## src/hw/ltpm_map.svh

```systemverilog
// register addresses, field positions, reset values and latencies of the level monitor
`ifndef LTPM_MAP_SVH
`define LTPM_MAP_SVH

// register addresses (byte wide)
`define LTPM_ADDR_FD_MODE     13'h104
`define LTPM_ADDR_COARSE      13'h105
`define LTPM_ADDR_FINE_HI_L   13'h106
`define LTPM_ADDR_FINE_HI_H   13'h107
`define LTPM_ADDR_FINE_LO_L   13'h108
`define LTPM_ADDR_FINE_LO_H   13'h109
`define LTPM_ADDR_DWELL_L     13'h10a
`define LTPM_ADDR_DWELL_H     13'h10b
`define LTPM_ADDR_PORT_CTRL   13'h111
`define LTPM_ADDR_MON_CTRL    13'h112
`define LTPM_ADDR_PERIOD_0    13'h113
`define LTPM_ADDR_PERIOD_1    13'h114
`define LTPM_ADDR_PERIOD_2    13'h115
`define LTPM_ADDR_RESULT_A0   13'h116
`define LTPM_ADDR_RESULT_B0   13'h119

// field positions
`define LTPM_FD_EN_BIT        0
`define LTPM_FD_MODE_LSB      1
`define LTPM_FD_MODE_MSB      3
`define LTPM_MON_EN_BIT       0
`define LTPM_MON_MODE_LSB     1
`define LTPM_MON_MODE_MSB     2
`define LTPM_PORT_PEAK_BIT    0
`define LTPM_PORT_RMS_BIT     1
`define LTPM_PORT_THR_BIT     2

// field codes
`define LTPM_MON_MODE_PEAK    2'h1

// reset values
`define LTPM_RST_DWELL        16'h0001
`define LTPM_RST_PERIOD       24'h000080

// latencies in converter clocks
`define LTPM_OVR_LAT          12
`define LTPM_FM_SLOW_LAT      6

`endif

```

## src/hw/ltpm_note_unused.sv

```systemverilog
// spare source file, holds no logic

```

## src/hw/ltpm_pkg.sv

```systemverilog
// types shared by the level threshold and peak monitor
package ltpm_pkg;

  // fast indicator routing codes
  typedef enum logic [2:0] {
    LTPM_FD_FM4     = 3'h0,
    LTPM_FD_FM3_OR  = 3'h1,
    LTPM_FD_FM2_OR  = 3'h2,
    LTPM_FD_FM2_CUT = 3'h3,
    LTPM_FD_FLAGS   = 3'h4,
    LTPM_FD_GAIN    = 3'h5,
    LTPM_FD_RSV6    = 3'h6,
    LTPM_FD_RSV7    = 3'h7
  } ltpm_fd_mode_t;

  // one converter channel as it arrives each sample clock
  typedef struct packed {
    logic [11:0] sample;    // signed pipeline output
    logic [2:0]  fast_mag;  // early-stage coarse magnitude
    logic        ovr;       // overrange seen at the input
  } ltpm_chan_in_t;

  // per-channel level flags, stretched
  typedef struct packed {
    logic ovr;
    logic coarse_high_flag;
    logic fine_high_flag;
    logic fine_low_flag;
    logic gain_raise_flag;
    logic gain_lower_flag;
  } ltpm_flags_t;

endpackage

```

## src/hw/ltpm_peak.sv

```systemverilog
// peak detector over a programmable measurement period for one channel
`timescale 1ns/1ps
`default_nettype none

module ltpm_peak
  import ltpm_pkg::*;
#(
  parameter int MAG_W = 13,
  parameter int PER_W = 24,
  parameter int RES_W = 20
) (
  // clock and reset
  input  wire logic             sys_clk,
  input  wire logic             sys_rst,
  // control
  input  wire logic             active,
  input  wire logic [PER_W-1:0] period,
  // sample magnitude
  input  wire logic [MAG_W-1:0] mag,
  // result
  output logic      [RES_W-1:0] result_q
);

  logic             active_q;
  logic             first_q;
  logic [PER_W-1:0] count_q;
  logic [MAG_W-1:0] peak_q;
  logic [MAG_W-1:0] peak_d;

  // first sample of a period seeds the peak, later ones keep the larger
  always_comb begin
    if (first_q || !active_q) begin
      peak_d = mag;
    end else begin
      peak_d = (mag > peak_q) ? mag : peak_q;
    end
  end

  // period down-counter, loaded at enable and at each count of one
  always_ff @(posedge sys_clk or posedge sys_rst) begin
    if (sys_rst) begin
      active_q <= 1'b0;
      first_q  <= 1'b1;
      count_q  <= '0;
      peak_q   <= '0;
    end else begin
      active_q <= active;
      peak_q   <= peak_d;
      if (!active) begin
        first_q <= 1'b1;
      end else if (!active_q) begin
        count_q <= period;
        first_q <= 1'b0;
      end else if (count_q == PER_W'(1)) begin
        count_q <= period;
        first_q <= 1'b1;
      end else begin
        count_q <= count_q - PER_W'(1);
        first_q <= 1'b0;
      end
    end
  end

  // hand the finished peak to the result register
  always_ff @(posedge sys_clk or posedge sys_rst) begin
    if (sys_rst) begin
      result_q <= '0;
    end else if (active && active_q && count_q == PER_W'(1)) begin
      result_q <= RES_W'(peak_d);
    end
  end

endmodule

`default_nettype wire

```

## src/hw/ltpm_monitor.sv

```systemverilog
// level threshold flags, fast indicator pins, gain steps and peak monitor for two channels
//
// Summary of operation
// - overrange flag appears exactly 12 converter clocks after the input overrange
// - coarse high flag set when fast magnitude exceeds the 3-bit coarse level
// - coarse high flag appears two clocks after the level is exceeded
// - coarse high flag holds at least two clocks, then while above level
// - coarse codes 000..111 select rising trip levels from -24 to -1.8 dBFS; here code 111 never trips, as the 3-bit fast magnitude cannot exceed 7
// - fine high flag set when output magnitude exceeds 13-bit fine high level
// - fine low flag set when output magnitude is below 13-bit fine low level
// - gain lower flag follows the coarse high comparison on the fast path
// - gain raise flag only after magnitude stays below fine low for dwell time
// - dwell time is a 16-bit clock count over two bytes, 1 to 65535
// - indicators other than gain raise follow instantaneous level; all flags stay on at least 2 clocks
// - each channel has its own 20-bit result, readable at 0x116 to 0x11B
// - serial monitor port has separate enables for peak, rms and crossing results
// - measurement period is a 24-bit count in three bytes from 0x113
// - peak mode active on mode code 1 or when the peak port enable is set, only while the monitor enable is set
// - enabling peak mode loads the period counter and starts counting at once
// - peak starts at current magnitude, then keeps the larger each sample
// - at count one the peak goes to the result and the counter reloads
// - result holds the largest magnitude of the last completed period
// - fast indicator mode routes flags onto the four pins per code
// - fast indicator codes 001 to 011 give the fast magnitude pins six clocks latency
`timescale 1ns/1ps
`default_nettype none
`include "ltpm_map.svh"

module ltpm_monitor
  import ltpm_pkg::*;
#(
  parameter int NCH   = 2,
  parameter int MAG_W = 13,
  parameter int PER_W = 24,
  parameter int RES_W = 20,
  parameter int DWL_W = 16
) (
  // clock and reset
  input  wire logic                 sys_clk,
  input  wire logic                 sys_rst,
  // converter channels
  input  wire ltpm_chan_in_t        chan_in [NCH],
  // register access, byte wide
  input  wire logic [12:0]          reg_addr,
  input  wire logic [7:0]           reg_wdata,
  input  wire logic                 reg_wr,
  input  wire logic                 reg_rd,
  output logic      [7:0]           reg_rdata_q,
  output logic                      reg_rvalid_q,
  // indicator pins
  output logic      [NCH-1:0][3:0]  fast_indicator_pins,
  // serial monitor port result enables
  output logic                      port_peak_en_q,
  output logic                      port_rms_en_q,
  output logic                      port_thr_en_q
);

  // ==========================================================
  // registers
  // ==========================================================
  logic [7:0]       fd_ctrl_q;
  logic [2:0]       coarse_trip_level_q;
  logic [MAG_W-1:0] fine_high_trip_level_q;
  logic [MAG_W-1:0] fine_low_trip_level_q;
  logic [DWL_W-1:0] gain_raise_dwell_count_q;
  logic [2:0]       port_ctrl_q;
  logic [2:0]       mon_ctrl_q;
  logic [PER_W-1:0] measure_period_length_q;
  logic [RES_W-1:0] measure_result_value [NCH];

  ltpm_fd_mode_t fd_mode;
  logic          fd_enable;
  logic          peak_active;

  assign fd_mode   = ltpm_fd_mode_t'(fd_ctrl_q[`LTPM_FD_MODE_MSB:`LTPM_FD_MODE_LSB]);
  assign fd_enable = fd_ctrl_q[`LTPM_FD_EN_BIT];

  // peak mode on mode code or port enable, gated by monitor enable
  assign peak_active = mon_ctrl_q[`LTPM_MON_EN_BIT] &&
    ((mon_ctrl_q[`LTPM_MON_MODE_MSB:`LTPM_MON_MODE_LSB] == `LTPM_MON_MODE_PEAK) ||
     port_ctrl_q[`LTPM_PORT_PEAK_BIT]);

  // write decode of the control registers
  always_ff @(posedge sys_clk or posedge sys_rst) begin
    if (sys_rst) begin
      fd_ctrl_q                <= 8'h00;
      coarse_trip_level_q      <= 3'h0;
      fine_high_trip_level_q   <= '0;
      fine_low_trip_level_q    <= '0;
      gain_raise_dwell_count_q <= `LTPM_RST_DWELL;
      port_ctrl_q              <= 3'h0;
      mon_ctrl_q               <= 3'h0;
      measure_period_length_q  <= `LTPM_RST_PERIOD;
    end else if (reg_wr) begin
      unique case (reg_addr)
        `LTPM_ADDR_FD_MODE:   fd_ctrl_q <= {4'h0, reg_wdata[3:0]};
        `LTPM_ADDR_COARSE:    coarse_trip_level_q <= reg_wdata[2:0];
        `LTPM_ADDR_FINE_HI_L: fine_high_trip_level_q[7:0] <= reg_wdata;
        `LTPM_ADDR_FINE_HI_H: fine_high_trip_level_q[MAG_W-1:8] <= reg_wdata[MAG_W-9:0];
        `LTPM_ADDR_FINE_LO_L: fine_low_trip_level_q[7:0] <= reg_wdata;
        `LTPM_ADDR_FINE_LO_H: fine_low_trip_level_q[MAG_W-1:8] <= reg_wdata[MAG_W-9:0];
        `LTPM_ADDR_DWELL_L:   gain_raise_dwell_count_q[7:0] <= reg_wdata;
        `LTPM_ADDR_DWELL_H:   gain_raise_dwell_count_q[15:8] <= reg_wdata;
        `LTPM_ADDR_PORT_CTRL: port_ctrl_q <= reg_wdata[2:0];
        `LTPM_ADDR_MON_CTRL:  mon_ctrl_q <= reg_wdata[2:0];
        `LTPM_ADDR_PERIOD_0:  measure_period_length_q[7:0] <= reg_wdata;
        `LTPM_ADDR_PERIOD_1:  measure_period_length_q[15:8] <= reg_wdata;
        `LTPM_ADDR_PERIOD_2:  measure_period_length_q[23:16] <= reg_wdata;
        default: ;
      endcase
    end
  end

  // byte select of a 20-bit result
  function automatic logic [7:0] res_byte(input logic [RES_W-1:0] r, input logic [1:0] k);
    logic [23:0] w;
    w = {4'h0, r};
    return w[k*8 +: 8];
  endfunction

  // read mux, answer one clock after the strobe, unmapped reads zero
  always_ff @(posedge sys_clk or posedge sys_rst) begin
    if (sys_rst) begin
      reg_rdata_q  <= 8'h00;
      reg_rvalid_q <= 1'b0;
    end else begin
      reg_rvalid_q <= reg_rd;
      if (reg_rd) begin
        unique case (reg_addr)
          `LTPM_ADDR_FD_MODE:   reg_rdata_q <= fd_ctrl_q;
          `LTPM_ADDR_COARSE:    reg_rdata_q <= {5'h00, coarse_trip_level_q};
          `LTPM_ADDR_FINE_HI_L: reg_rdata_q <= fine_high_trip_level_q[7:0];
          `LTPM_ADDR_FINE_HI_H: reg_rdata_q <= {3'h0, fine_high_trip_level_q[MAG_W-1:8]};
          `LTPM_ADDR_FINE_LO_L: reg_rdata_q <= fine_low_trip_level_q[7:0];
          `LTPM_ADDR_FINE_LO_H: reg_rdata_q <= {3'h0, fine_low_trip_level_q[MAG_W-1:8]};
          `LTPM_ADDR_DWELL_L:   reg_rdata_q <= gain_raise_dwell_count_q[7:0];
          `LTPM_ADDR_DWELL_H:   reg_rdata_q <= gain_raise_dwell_count_q[15:8];
          `LTPM_ADDR_PORT_CTRL: reg_rdata_q <= {5'h00, port_ctrl_q};
          `LTPM_ADDR_MON_CTRL:  reg_rdata_q <= {5'h00, mon_ctrl_q};
          `LTPM_ADDR_PERIOD_0:  reg_rdata_q <= measure_period_length_q[7:0];
          `LTPM_ADDR_PERIOD_1:  reg_rdata_q <= measure_period_length_q[15:8];
          `LTPM_ADDR_PERIOD_2:  reg_rdata_q <= measure_period_length_q[23:16];
          `LTPM_ADDR_RESULT_A0:         reg_rdata_q <= res_byte(measure_result_value[0], 2'd0);
          `LTPM_ADDR_RESULT_A0 + 13'h1: reg_rdata_q <= res_byte(measure_result_value[0], 2'd1);
          `LTPM_ADDR_RESULT_A0 + 13'h2: reg_rdata_q <= res_byte(measure_result_value[0], 2'd2);
          `LTPM_ADDR_RESULT_B0:         reg_rdata_q <= res_byte(measure_result_value[1], 2'd0);
          `LTPM_ADDR_RESULT_B0 + 13'h1: reg_rdata_q <= res_byte(measure_result_value[1], 2'd1);
          `LTPM_ADDR_RESULT_B0 + 13'h2: reg_rdata_q <= res_byte(measure_result_value[1], 2'd2);
          default: reg_rdata_q <= 8'h00;
        endcase
      end
    end
  end

  // serial monitor port enables mirror the port control bits, gated by the monitor enable
  always_ff @(posedge sys_clk or posedge sys_rst) begin
    if (sys_rst) begin
      port_peak_en_q <= 1'b0;
      port_rms_en_q  <= 1'b0;
      port_thr_en_q  <= 1'b0;
    end else begin
      port_peak_en_q <= port_ctrl_q[`LTPM_PORT_PEAK_BIT] & mon_ctrl_q[`LTPM_MON_EN_BIT];
      port_rms_en_q  <= port_ctrl_q[`LTPM_PORT_RMS_BIT] & mon_ctrl_q[`LTPM_MON_EN_BIT];
      port_thr_en_q  <= port_ctrl_q[`LTPM_PORT_THR_BIT] & mon_ctrl_q[`LTPM_MON_EN_BIT];
    end
  end

  // absolute value of a signed sample, scaled to the magnitude width
  function automatic logic [MAG_W-1:0] abs_mag(input logic [11:0] s);
    logic [11:0] a;
    a = s[11] ? (~s + 12'h001) : s;
    return {a, 1'b0};
  endfunction

  // ==========================================================
  // per-channel flag and pin logic
  // ==========================================================
  localparam int OVR_DEPTH = `LTPM_OVR_LAT - 2;
  localparam int FM_DEPTH  = `LTPM_FM_SLOW_LAT - 1;

  genvar ch;
  generate
    for (ch = 0; ch < NCH; ch++) begin : g_ch
      logic [OVR_DEPTH-1:0] ovr_line_q;
      logic [2:0]           fm_line_q [FM_DEPTH];
      logic [MAG_W-1:0]     mag_q;
      logic [DWL_W-1:0]     dwell_q;
      ltpm_flags_t          raw;
      ltpm_flags_t          flag_q;
      ltpm_flags_t          hold_q;
      logic [3:0]           pins_d;

      // overrange delay line ahead of the flag flop
      always_ff @(posedge sys_clk or posedge sys_rst) begin
        if (sys_rst) begin
          ovr_line_q <= '0;
        end else begin
          ovr_line_q <= {ovr_line_q[OVR_DEPTH-2:0], chan_in[ch].ovr};
        end
      end

      // fast magnitude delay line for the slow pin modes
      always_ff @(posedge sys_clk or posedge sys_rst) begin
        if (sys_rst) begin
          for (int i = 0; i < FM_DEPTH; i++) fm_line_q[i] <= 3'h0;
        end else begin
          fm_line_q[0] <= chan_in[ch].fast_mag;
          for (int i = 1; i < FM_DEPTH; i++) fm_line_q[i] <= fm_line_q[i-1];
        end
      end

      // output magnitude register
      always_ff @(posedge sys_clk or posedge sys_rst) begin
        if (sys_rst) begin
          mag_q <= '0;
        end else begin
          mag_q <= abs_mag(chan_in[ch].sample);
        end
      end

      // dwell counter runs while below the fine low level
      always_ff @(posedge sys_clk or posedge sys_rst) begin
        if (sys_rst) begin
          dwell_q <= '0;
        end else if (mag_q >= fine_low_trip_level_q) begin
          dwell_q <= '0;
        end else if (dwell_q != gain_raise_dwell_count_q) begin
          dwell_q <= dwell_q + DWL_W'(1);
        end
      end

      // instantaneous comparisons
      always_comb begin
        raw.ovr              = ovr_line_q[OVR_DEPTH-1];
        raw.coarse_high_flag = chan_in[ch].fast_mag > coarse_trip_level_q;
        raw.gain_lower_flag  = chan_in[ch].fast_mag > coarse_trip_level_q;
        raw.fine_high_flag   = mag_q > fine_high_trip_level_q;
        raw.fine_low_flag    = mag_q < fine_low_trip_level_q;
        raw.gain_raise_flag  = (mag_q < fine_low_trip_level_q) &&
                               (dwell_q == gain_raise_dwell_count_q);
      end

      // stretch each flag to at least two clocks
      always_ff @(posedge sys_clk or posedge sys_rst) begin
        if (sys_rst) begin
          flag_q <= '0;
          hold_q <= '0;
        end else begin
          flag_q <= raw | hold_q;
          hold_q <= raw & ~flag_q;
        end
      end

      // pin routing by fast indicator mode
      always_comb begin
        pins_d = 4'h0;
        unique case (fd_mode)
          LTPM_FD_FM4:     pins_d = {1'b0, chan_in[ch].fast_mag};
          LTPM_FD_FM3_OR:  pins_d = {fm_line_q[FM_DEPTH-1], flag_q.ovr};
          LTPM_FD_FM2_OR:  pins_d = {fm_line_q[FM_DEPTH-1][2:1], flag_q.ovr,
                                     flag_q.fine_low_flag};
          LTPM_FD_FM2_CUT: pins_d = {fm_line_q[FM_DEPTH-1][2:1], flag_q.coarse_high_flag,
                                     flag_q.fine_low_flag};
          LTPM_FD_FLAGS:   pins_d = {flag_q.ovr, flag_q.coarse_high_flag,
                                     flag_q.fine_high_flag, flag_q.fine_low_flag};
          LTPM_FD_GAIN:    pins_d = {flag_q.ovr, flag_q.fine_high_flag,
                                     flag_q.gain_raise_flag, flag_q.gain_lower_flag};
          LTPM_FD_RSV6:    pins_d = 4'h0;
          LTPM_FD_RSV7:    pins_d = 4'h0;
        endcase
      end

      // pin register, low while indicators are disabled
      always_ff @(posedge sys_clk or posedge sys_rst) begin
        if (sys_rst) begin
          fast_indicator_pins[ch] <= 4'h0;
        end else begin
          fast_indicator_pins[ch] <= fd_enable ? pins_d : 4'h0;
        end
      end

      // peak detector feeding this channel's result
      ltpm_peak #(
        .MAG_W (MAG_W),
        .PER_W (PER_W),
        .RES_W (RES_W)
      ) u_peak (
        .sys_clk  (sys_clk),
        .sys_rst  (sys_rst),
        .active   (peak_active),
        .period   (measure_period_length_q),
        .mag      (mag_q),
        .result_q (measure_result_value[ch])
      );
    end
  endgenerate

endmodule

`default_nettype wire

```

## config.mk

```make
export PLATFORM = sky130hd
export DESIGN_NAME = ltpm_monitor
export DESIGN_NICKNAME = d
export VERILOG_FILES = /design/src/hw/ltpm_note_unused.sv /design/src/hw/ltpm_pkg.sv /design/src/hw/ltpm_peak.sv /design/src/hw/ltpm_monitor.sv
export VERILOG_INCLUDE_DIRS = /design/src /design/src/hw
export SDC_FILE = /design/constraint.sdc
export NUM_CORES = 1
export LEC_CHECK = 0
export ABC_AREA = 0
export ABC_CLOCK_PERIOD_IN_PS = 7150
export BUFFER_PORTS_ARGS = -buffer_cell sky130_fd_sc_hd__buf_2
export CAP_MARGIN = 20
export CORE_UTILIZATION = 56
export DETAILED_ROUTE_END_ITERATION = 12
export GPL_TIMING_DRIVEN = 0
export HOLD_SLACK_MARGIN = 0.12
export PLACE_DENSITY = 0.83
export SYNTH_ARGS = -nofsm -noshare
export SYNTH_HDL_FRONTEND = slang
export SYNTH_HIERARCHICAL = 1
export SYNTH_SLANG_ARGS = --single-unit
```

## constraint.sdc

```tcl
create_clock -name sys_clk -period 7.15 [get_ports sys_clk]
set_input_delay 0.715 -clock sys_clk [delete_from_list [all_inputs] [get_ports sys_clk]]
set_output_delay 0.715 -clock sys_clk [all_outputs]
set_load 0.005 [all_outputs]
```

### After elaboration in Yosys (flattened, before gate mapping)

Cells that the tools add are included.

| word-level totals | value |
|---|---|
| bits in registers | 332 |
| input port bits | 57 |
| output and inout port bits | 20 |
| logic and storage cells | 179 |

| cells by class | value |
|---|---|
| $add $sub $neg | 6 |
| $lt $le $gt $ge | 10 |
| equality and inequality tests | 31 |
| mux-type cells | 25 |
| bitwise operators | 11 |
| reduce and logical (&&, ||, !) cells | 27 |

Operators with widths:

| kind | number |
|---|---|
| 13-bit by 9-bit equality test with 1-bit output (second input constant) | 17 |
| 8-bit one-hot mux with 17 select lines | 1 |
| 24-bit two-way mux | 4 |
| 16-bit two-way mux | 4 |
| 4-bit one-hot mux with 7 select lines | 2 |
| 13-bit > comparator | 4 |
| 13-bit two-way mux | 4 |
| 24-bit by 1-bit equality test with 1-bit output (second input constant) | 2 |
| 24-bit by 1-bit subtractor with 24-bit output (second input constant) | 2 |
| 16-bit by 1-bit adder with 16-bit output (second input constant) | 2 |
| 16-bit equality test | 2 |
| 16-bit inequality test | 2 |
| 13-bit >= comparator | 2 |
| 13-bit < comparator | 2 |
| 2-bit AND reduction | 13 |
| 12-bit by 1-bit adder with 12-bit output (second input constant) | 2 |
| 12-bit two-way mux | 2 |
| 12-bit NOT | 2 |
| 6-bit bitwise AND | 2 |
| 3-bit equality test (second input constant) | 4 |
| 6-bit NOT | 2 |
| 6-bit bitwise OR | 2 |
| 4-bit two-way mux | 2 |
| 3-bit by 2-bit equality test with 1-bit output (second input constant) | 2 |
| 11 further kinds | 27 |

### Logic depth before layout (Yosys ltp)

| logic depth | value |
|---|---|
| word-level depth | 5 |
| depth in mapped cells | 10 |
| mapped depth without buffers | 8 |

### Hierarchy

Netlist, hierarchy kept.

Modules (own cells, without submodules):

| module | instances | cells an instance | area an instance (µm²) | sequential area each (µm²) |
|---|---|---|---|---|
| ltpm_monitor | 1 | 1047 | 11367.2 | 5733.0 |
| ltpm_peak (g_ch[1].u_peak) | 1 | 353 | 3200.6 | 1302.5 |
| ltpm_peak (g_ch[0].u_peak) | 1 | 315 | 3120.5 | 1302.5 |

### Worst setup path after synthesis

No wires, ideal clock.

| timing | value |
|---|---|
| path type | reg-to-reg |
| start | reg g_ch[0].u_peak.count_q[14] |
| end | reg g_ch[0].u_peak.result_q[0] |
| setup time | 125 ps |
| data arrival time | 2511 ps |
| data required time | 7025 ps |
| setup slack | 4514 ps |
| cell stages (with the launch flop) | 7 |
| buffers on the path | 1 |
| period minus slack after synthesis | 2636 ps |
| path through | dfrtp_1 or4_4 or4_4 or3_4 nor2_8 buf_12 mux2_4 |

| on the way | value |
|---|---|
| longest elaborated chain between the ends | 2 |

Ends and longest elaborated chain:

| item | line | text |
|---|---|---|
| start: declaration | ltpm_peak.sv:26 | `logic [PER_W-1:0] count_q;` |
| start signal: assignment | ltpm_peak.sv:52 | `count_q <= period;` |
| start signal: assignment | ltpm_peak.sv:55 | `count_q <= period;` |
| start signal: assignment | ltpm_peak.sv:58 | `count_q <= count_q - PER_W'(1);` |
| 24-bit by 1-bit equality test with 1-bit output | ltpm_peak.sv:68 | `end else if (active && active_q && count_q == PER_W'(1)) begin` |
| 1-bit logical AND | ltpm_peak.sv:68 |  |
| end signal: assignment | ltpm_peak.sv:69 | `result_q <= RES_W'(peak_d);` |
| end: declaration | ltpm_peak.sv:21 | `output logic [RES_W-1:0] result_q` |

No other way between the ends.
A chain may end at the register's enable or synchronous reset.

### Worst setup path in the final report

| timing | value |
|---|---|
| start | reg g_ch[0].u_peak.count_q[0] |
| end | reg g_ch[0].u_peak.count_q[22] |

| on the way | value |
|---|---|
| longest elaborated chain between the ends | 3 |
| elaborated cells between the ends (all ways) | 4 |
| those cells by class | 1 x add/sub; 1 x eq/ne; 2 x mux |

Ends and longest elaborated chain:

| item | line | text |
|---|---|---|
| 24-bit by 1-bit subtractor with 24-bit output or 24-bit by 1-bit equality test with 1-bit output (tied branches) | ltpm_peak.sv:58, ltpm_peak.sv:54 |  |
| 24-bit two-way mux (*) | ltpm_peak.sv:54 | `end else if (count_q == PER_W'(1)) begin` |
| 24-bit two-way mux (*) | ltpm_peak.sv:51 | `end else if (!active_q) begin` |

Every way passes the cells marked *; elsewhere a longest branch is shown, timed or not.

==> impl_metrics.env <==
export IMPL_clk_latency_ns=0.52
export IMPL_start_util_pct=57.4
export IMPL_cts_buffers=35
export IMPL_final_max_slew_viol_count=0
export IMPL_grtUsageTotal_pct=31.6
export IMPL_finalCriticalPeriod_ns=3.25
export IMPL_end_kind="register"
export IMPL_ys_seq_area_share_pct=47.1
export IMPL_status="finished with violations"
export IMPL_synth_seq_cells=333
export IMPL_utilization_pct=64.7
export IMPL_setup_tns_final_ns=0
export IMPL_drc=2
export IMPL_grt_max_degree=136
export IMPL_port_buffers=73
export IMPL_hold_path_class="input port to asynchronous set/reset pin"
export IMPL_holdWs_ns=0.191
export IMPL_path_max_fanout=6
export IMPL_drt_wirelength_per_cell_um=22.2
export IMPL_gp_congestion=0.994
export IMPL_fp_coreArea_mm2=0.0308
export IMPL_ys_warn_count=6
export IMPL_critical_path_top_delay_family="simple AND/OR/NAND/NOR gates"
export IMPL_cts_root_buf="clkbuf_16"
export IMPL_path_buf_inv=1
export IMPL_synth_avg_cell_area_um2=10.3
export IMPL_crit_chain="inv_1, ha_1, or3b_2, nor4_1, nand2_1, or4_1, o22ai_1, a21oi_1"
export IMPL_final_antenna_net_count=0
export IMPL_place_hpwl_um=36200
export IMPL_regToRegStartpoint="g_ch[0].u_peak/count_q[0]$_DFFE_PP0P_"
export IMPL_crit_path_max_incr_delay_ns=0.77
export IMPL_nets=1989
export IMPL_cts_setup_buffers=0
export IMPL_vias=14300
export IMPL_post_route_period_util_pct=45.5
export IMPL_crit_type="register to register"
export IMPL_wl_um=50300
export IMPL_max_slew_margin_pct=32.9
export IMPL_grt_pass1_vias=14200
export IMPL_failed_checks="design-rule violations"
export IMPL_clock_path_buffers=3
export IMPL_leakage_nw=9.47
export IMPL_clock_sinks=333
export IMPL_ioPinCount=77
export IMPL_worst_pin_slew_ns=0.997
export IMPL_max_freq_ghz=0.307
export IMPL_drtIter0Drc=1717
export IMPL_cts_hold_buffers=0
export IMPL_netlist_area_mm2=0.0177
export IMPL_clk_pin_slew_ns=0.06
export IMPL_crit_path_top_delay_cell="nor4_1"
export IMPL_powerDensity_mw_per_mm2=230
export IMPL_worstPathRequired_ns=7.53
export IMPL_cts_resized=0
export IMPL_fin_worst_skew_ns=0.0120
export IMPL_setup_viol=0
export IMPL_fp_dieH_um=180
export IMPL_yosys_cell_types_count=89
export IMPL_grt_overflow_total=0
export IMPL_cp_startpoint="g_ch[0].u_peak/count_q[0]$_DFFE_PP0P_"
export IMPL_synthFlopType="dfrtp_1"
export IMPL_drive_gt1_share_pct=17.8
export IMPL_drt_first_pass_iters=10
export IMPL_synthArstFlopShare_pct=100
export IMPL_synth_edff_count=0
export IMPL_antenna_found_initial=2
export IMPL_setup_ws_ns=3.90
export IMPL_viasPerCell=6.33
export IMPL_cap_viol_max_count=0
export IMPL_area_growth_pct=12.8
export IMPL_arrival_ns=3.63
export IMPL_die_area_mm2=0.0323
export IMPL_vdd_drop_max_mv=0.218
export IMPL_die_w_um=180
export IMPL_hold_viol=0
export IMPL_grt_pass1_wl_um=79500
export IMPL_cts_tree="yes"
export IMPL_netlist_instances=1715
export IMPL_cp_start_kind="register"
export IMPL_row_count=64
export IMPL_rsz0062_at_grt="false"
export IMPL_pre_cts_slack_ns=4.00
export IMPL_cts_max_level=2
==> stage by stage <==
stage	area (um2)	total power, W	instances
global route	20000	0.00475	2266
finish	20000	0.00458	2266
floorplan	17700	0.00242	1729
CTS	20000	0.00460	2265
global placement	18600	0.00256	2198
detailed placement	18700	0.00260	2203
==> cells by family (layout without fill, tap and decap cells) <==
logic type	count (synthesis)	count (layout)	share of synthesized area [%]
DFF	333	333	47.1
AOI/OAI and AO/OA	363	363	13.1
muxes	123	123	8.04
other	3	18	0.0637
buffers and inverters	194	334	5.24
xor gates and xnor gates	80	80	3.96
and+or+nand+nor	531	531	16.2
adders and majority gates	88	88	6.22
==> layout by cell type, fill, tap and decap left out, types with 9 or more instances in the layout <==
master / n
nor3_1: 33
nor4_1: 24
buf_4: 23
buf_6: 9
nand2_1: 125
nand4_1: 33
nand2b_1: 17
mux2_4: 10
nand3b_1: 18
xnor2_1: 24
clkbuf_16: 37
nor2_1: 111
buf_2: 98
a22oi_1: 22
a31oi_1: 25
dfrtp_1: 329
o31ai_1: 10
ha_1: 88
nand3_1: 44
or2_2: 9
a21oi_1: 87
mux2_2: 82
mux2i_1: 28
xor2_1: 56
nor2b_1: 20
o21ai_0: 101
a221oi_1: 13
and2_1: 13
inv_1: 91
or3_1: 12
and4_1: 10
conb_1: 17
and3_1: 22
clkbuf_1: 43
==> flip-flops by register name, indices dropped and copies added, names as in the netlist, 8 cells and up <==
register                  count
g_ch.fm_line_q               30
g_ch.flag_q                  12
g_ch.mag_q                   24
g_ch.dwell_q                 32
reg_rdata_q                   8
fast_indicator_pins           8
g_ch.u_peak/peak_q           26
g_ch.u_peak/result_q         26
g_ch.ovr_line_q              20
fine_low_trip_level_q        13
g_ch.u_peak/count_q          48
measure_period_length_q      24
gain_raise_dwell_count_q     16
g_ch.hold_q                  12
fine_high_trip_level_q       13
==> layer usage <==
metal | routed length (um) | global-route usage, %
met1 | 20900 | 43.3
met2 | 22900 | 49.2
met3 | 4190 | 5.29
met4 | 2330 | 14.3
met5 | 56 | 1.33
==> where the power goes <==
group          switching (W)  leakage [nW]  internal (W)
clock               0.000761         0.634       0.00124
sequential          0.000108          4.17       0.00198
combinational       0.000296          4.66      0.000192
total                0.00117          9.47       0.00342
==> final timing paths <==
| path | slack (ns) | depth (start not counted) | endpoint |
|---|---|---|---|
| min reg2reg | 0.34 | 0 | g_ch[0].ovr_line_q[5]$_DFF_PP0_ |
| max in group asynchronous | 5.74 | 3 | measure_period_length_q[8]$_DFFE_PP0P_ |
| min in group sys_clk | 0.29 | 1 | g_ch[1].ovr_line_q[0]$_DFF_PP0_ |
| max reg2reg | 3.90 | 8 | g_ch[0].u_peak/count_q[22]$_DFFE_PP0P_ |
| max | 3.90 | 8 | g_ch[0].u_peak/count_q[22]$_DFFE_PP0P_ |
| min | 0.19 | 2 | g_ch[0].u_peak/result_q[4]$_DFFE_PP0P_ |
==> synthesized netlist by cell type (8+ instances only) <==
library cell,instances,share of area [%]
nand4_1,33,1.2
nor2b_1,20,0.71
and3_1,22,0.78
dfrtp_1,329,47
inv_1,94,2.0
nand2b_1,17,0.60
o31ai_1,10,0.42
ha_1,88,6.2
and2_1,13,0.46
nor2_1,111,2.4
nand3_1,44,1.2
mux2_2,82,5.2
clkbuf_1,40,0.85
or2_2,9,0.32
a31oi_1,25,0.88
nor4_1,24,0.85
buf_6,9,0.57
a22oi_1,22,0.93
nor3_1,33,0.93
and4_1,10,0.50
a2bb2oi_1,8,0.40
o21ai_0,101,2.9
a221oi_1,13,0.64
buf_2,23,0.65
buf_4,23,0.98
xor2_1,56,2.8
a21oi_1,87,2.5
a211oi_1,8,0.34
mux2i_1,28,1.6
nand3b_1,18,0.76
nand2_1,125,2.7
mux2_4,10,0.85
or3_1,12,0.42
xnor2_1,24,1.2
==> layout make-up <==
type                    instances  area [um2]
diodes                          1        2.50
plain buffers                  99         571
clock buffers                  48        1050
clock inverters                14         224
fillers                      2390       10900
inverters                      95         364
multi-input cells            1202        8480
flip-flops and latches        333        8340
well taps                     396         495
repair buffers                 78         443
(Power assumes the default switching activity.)
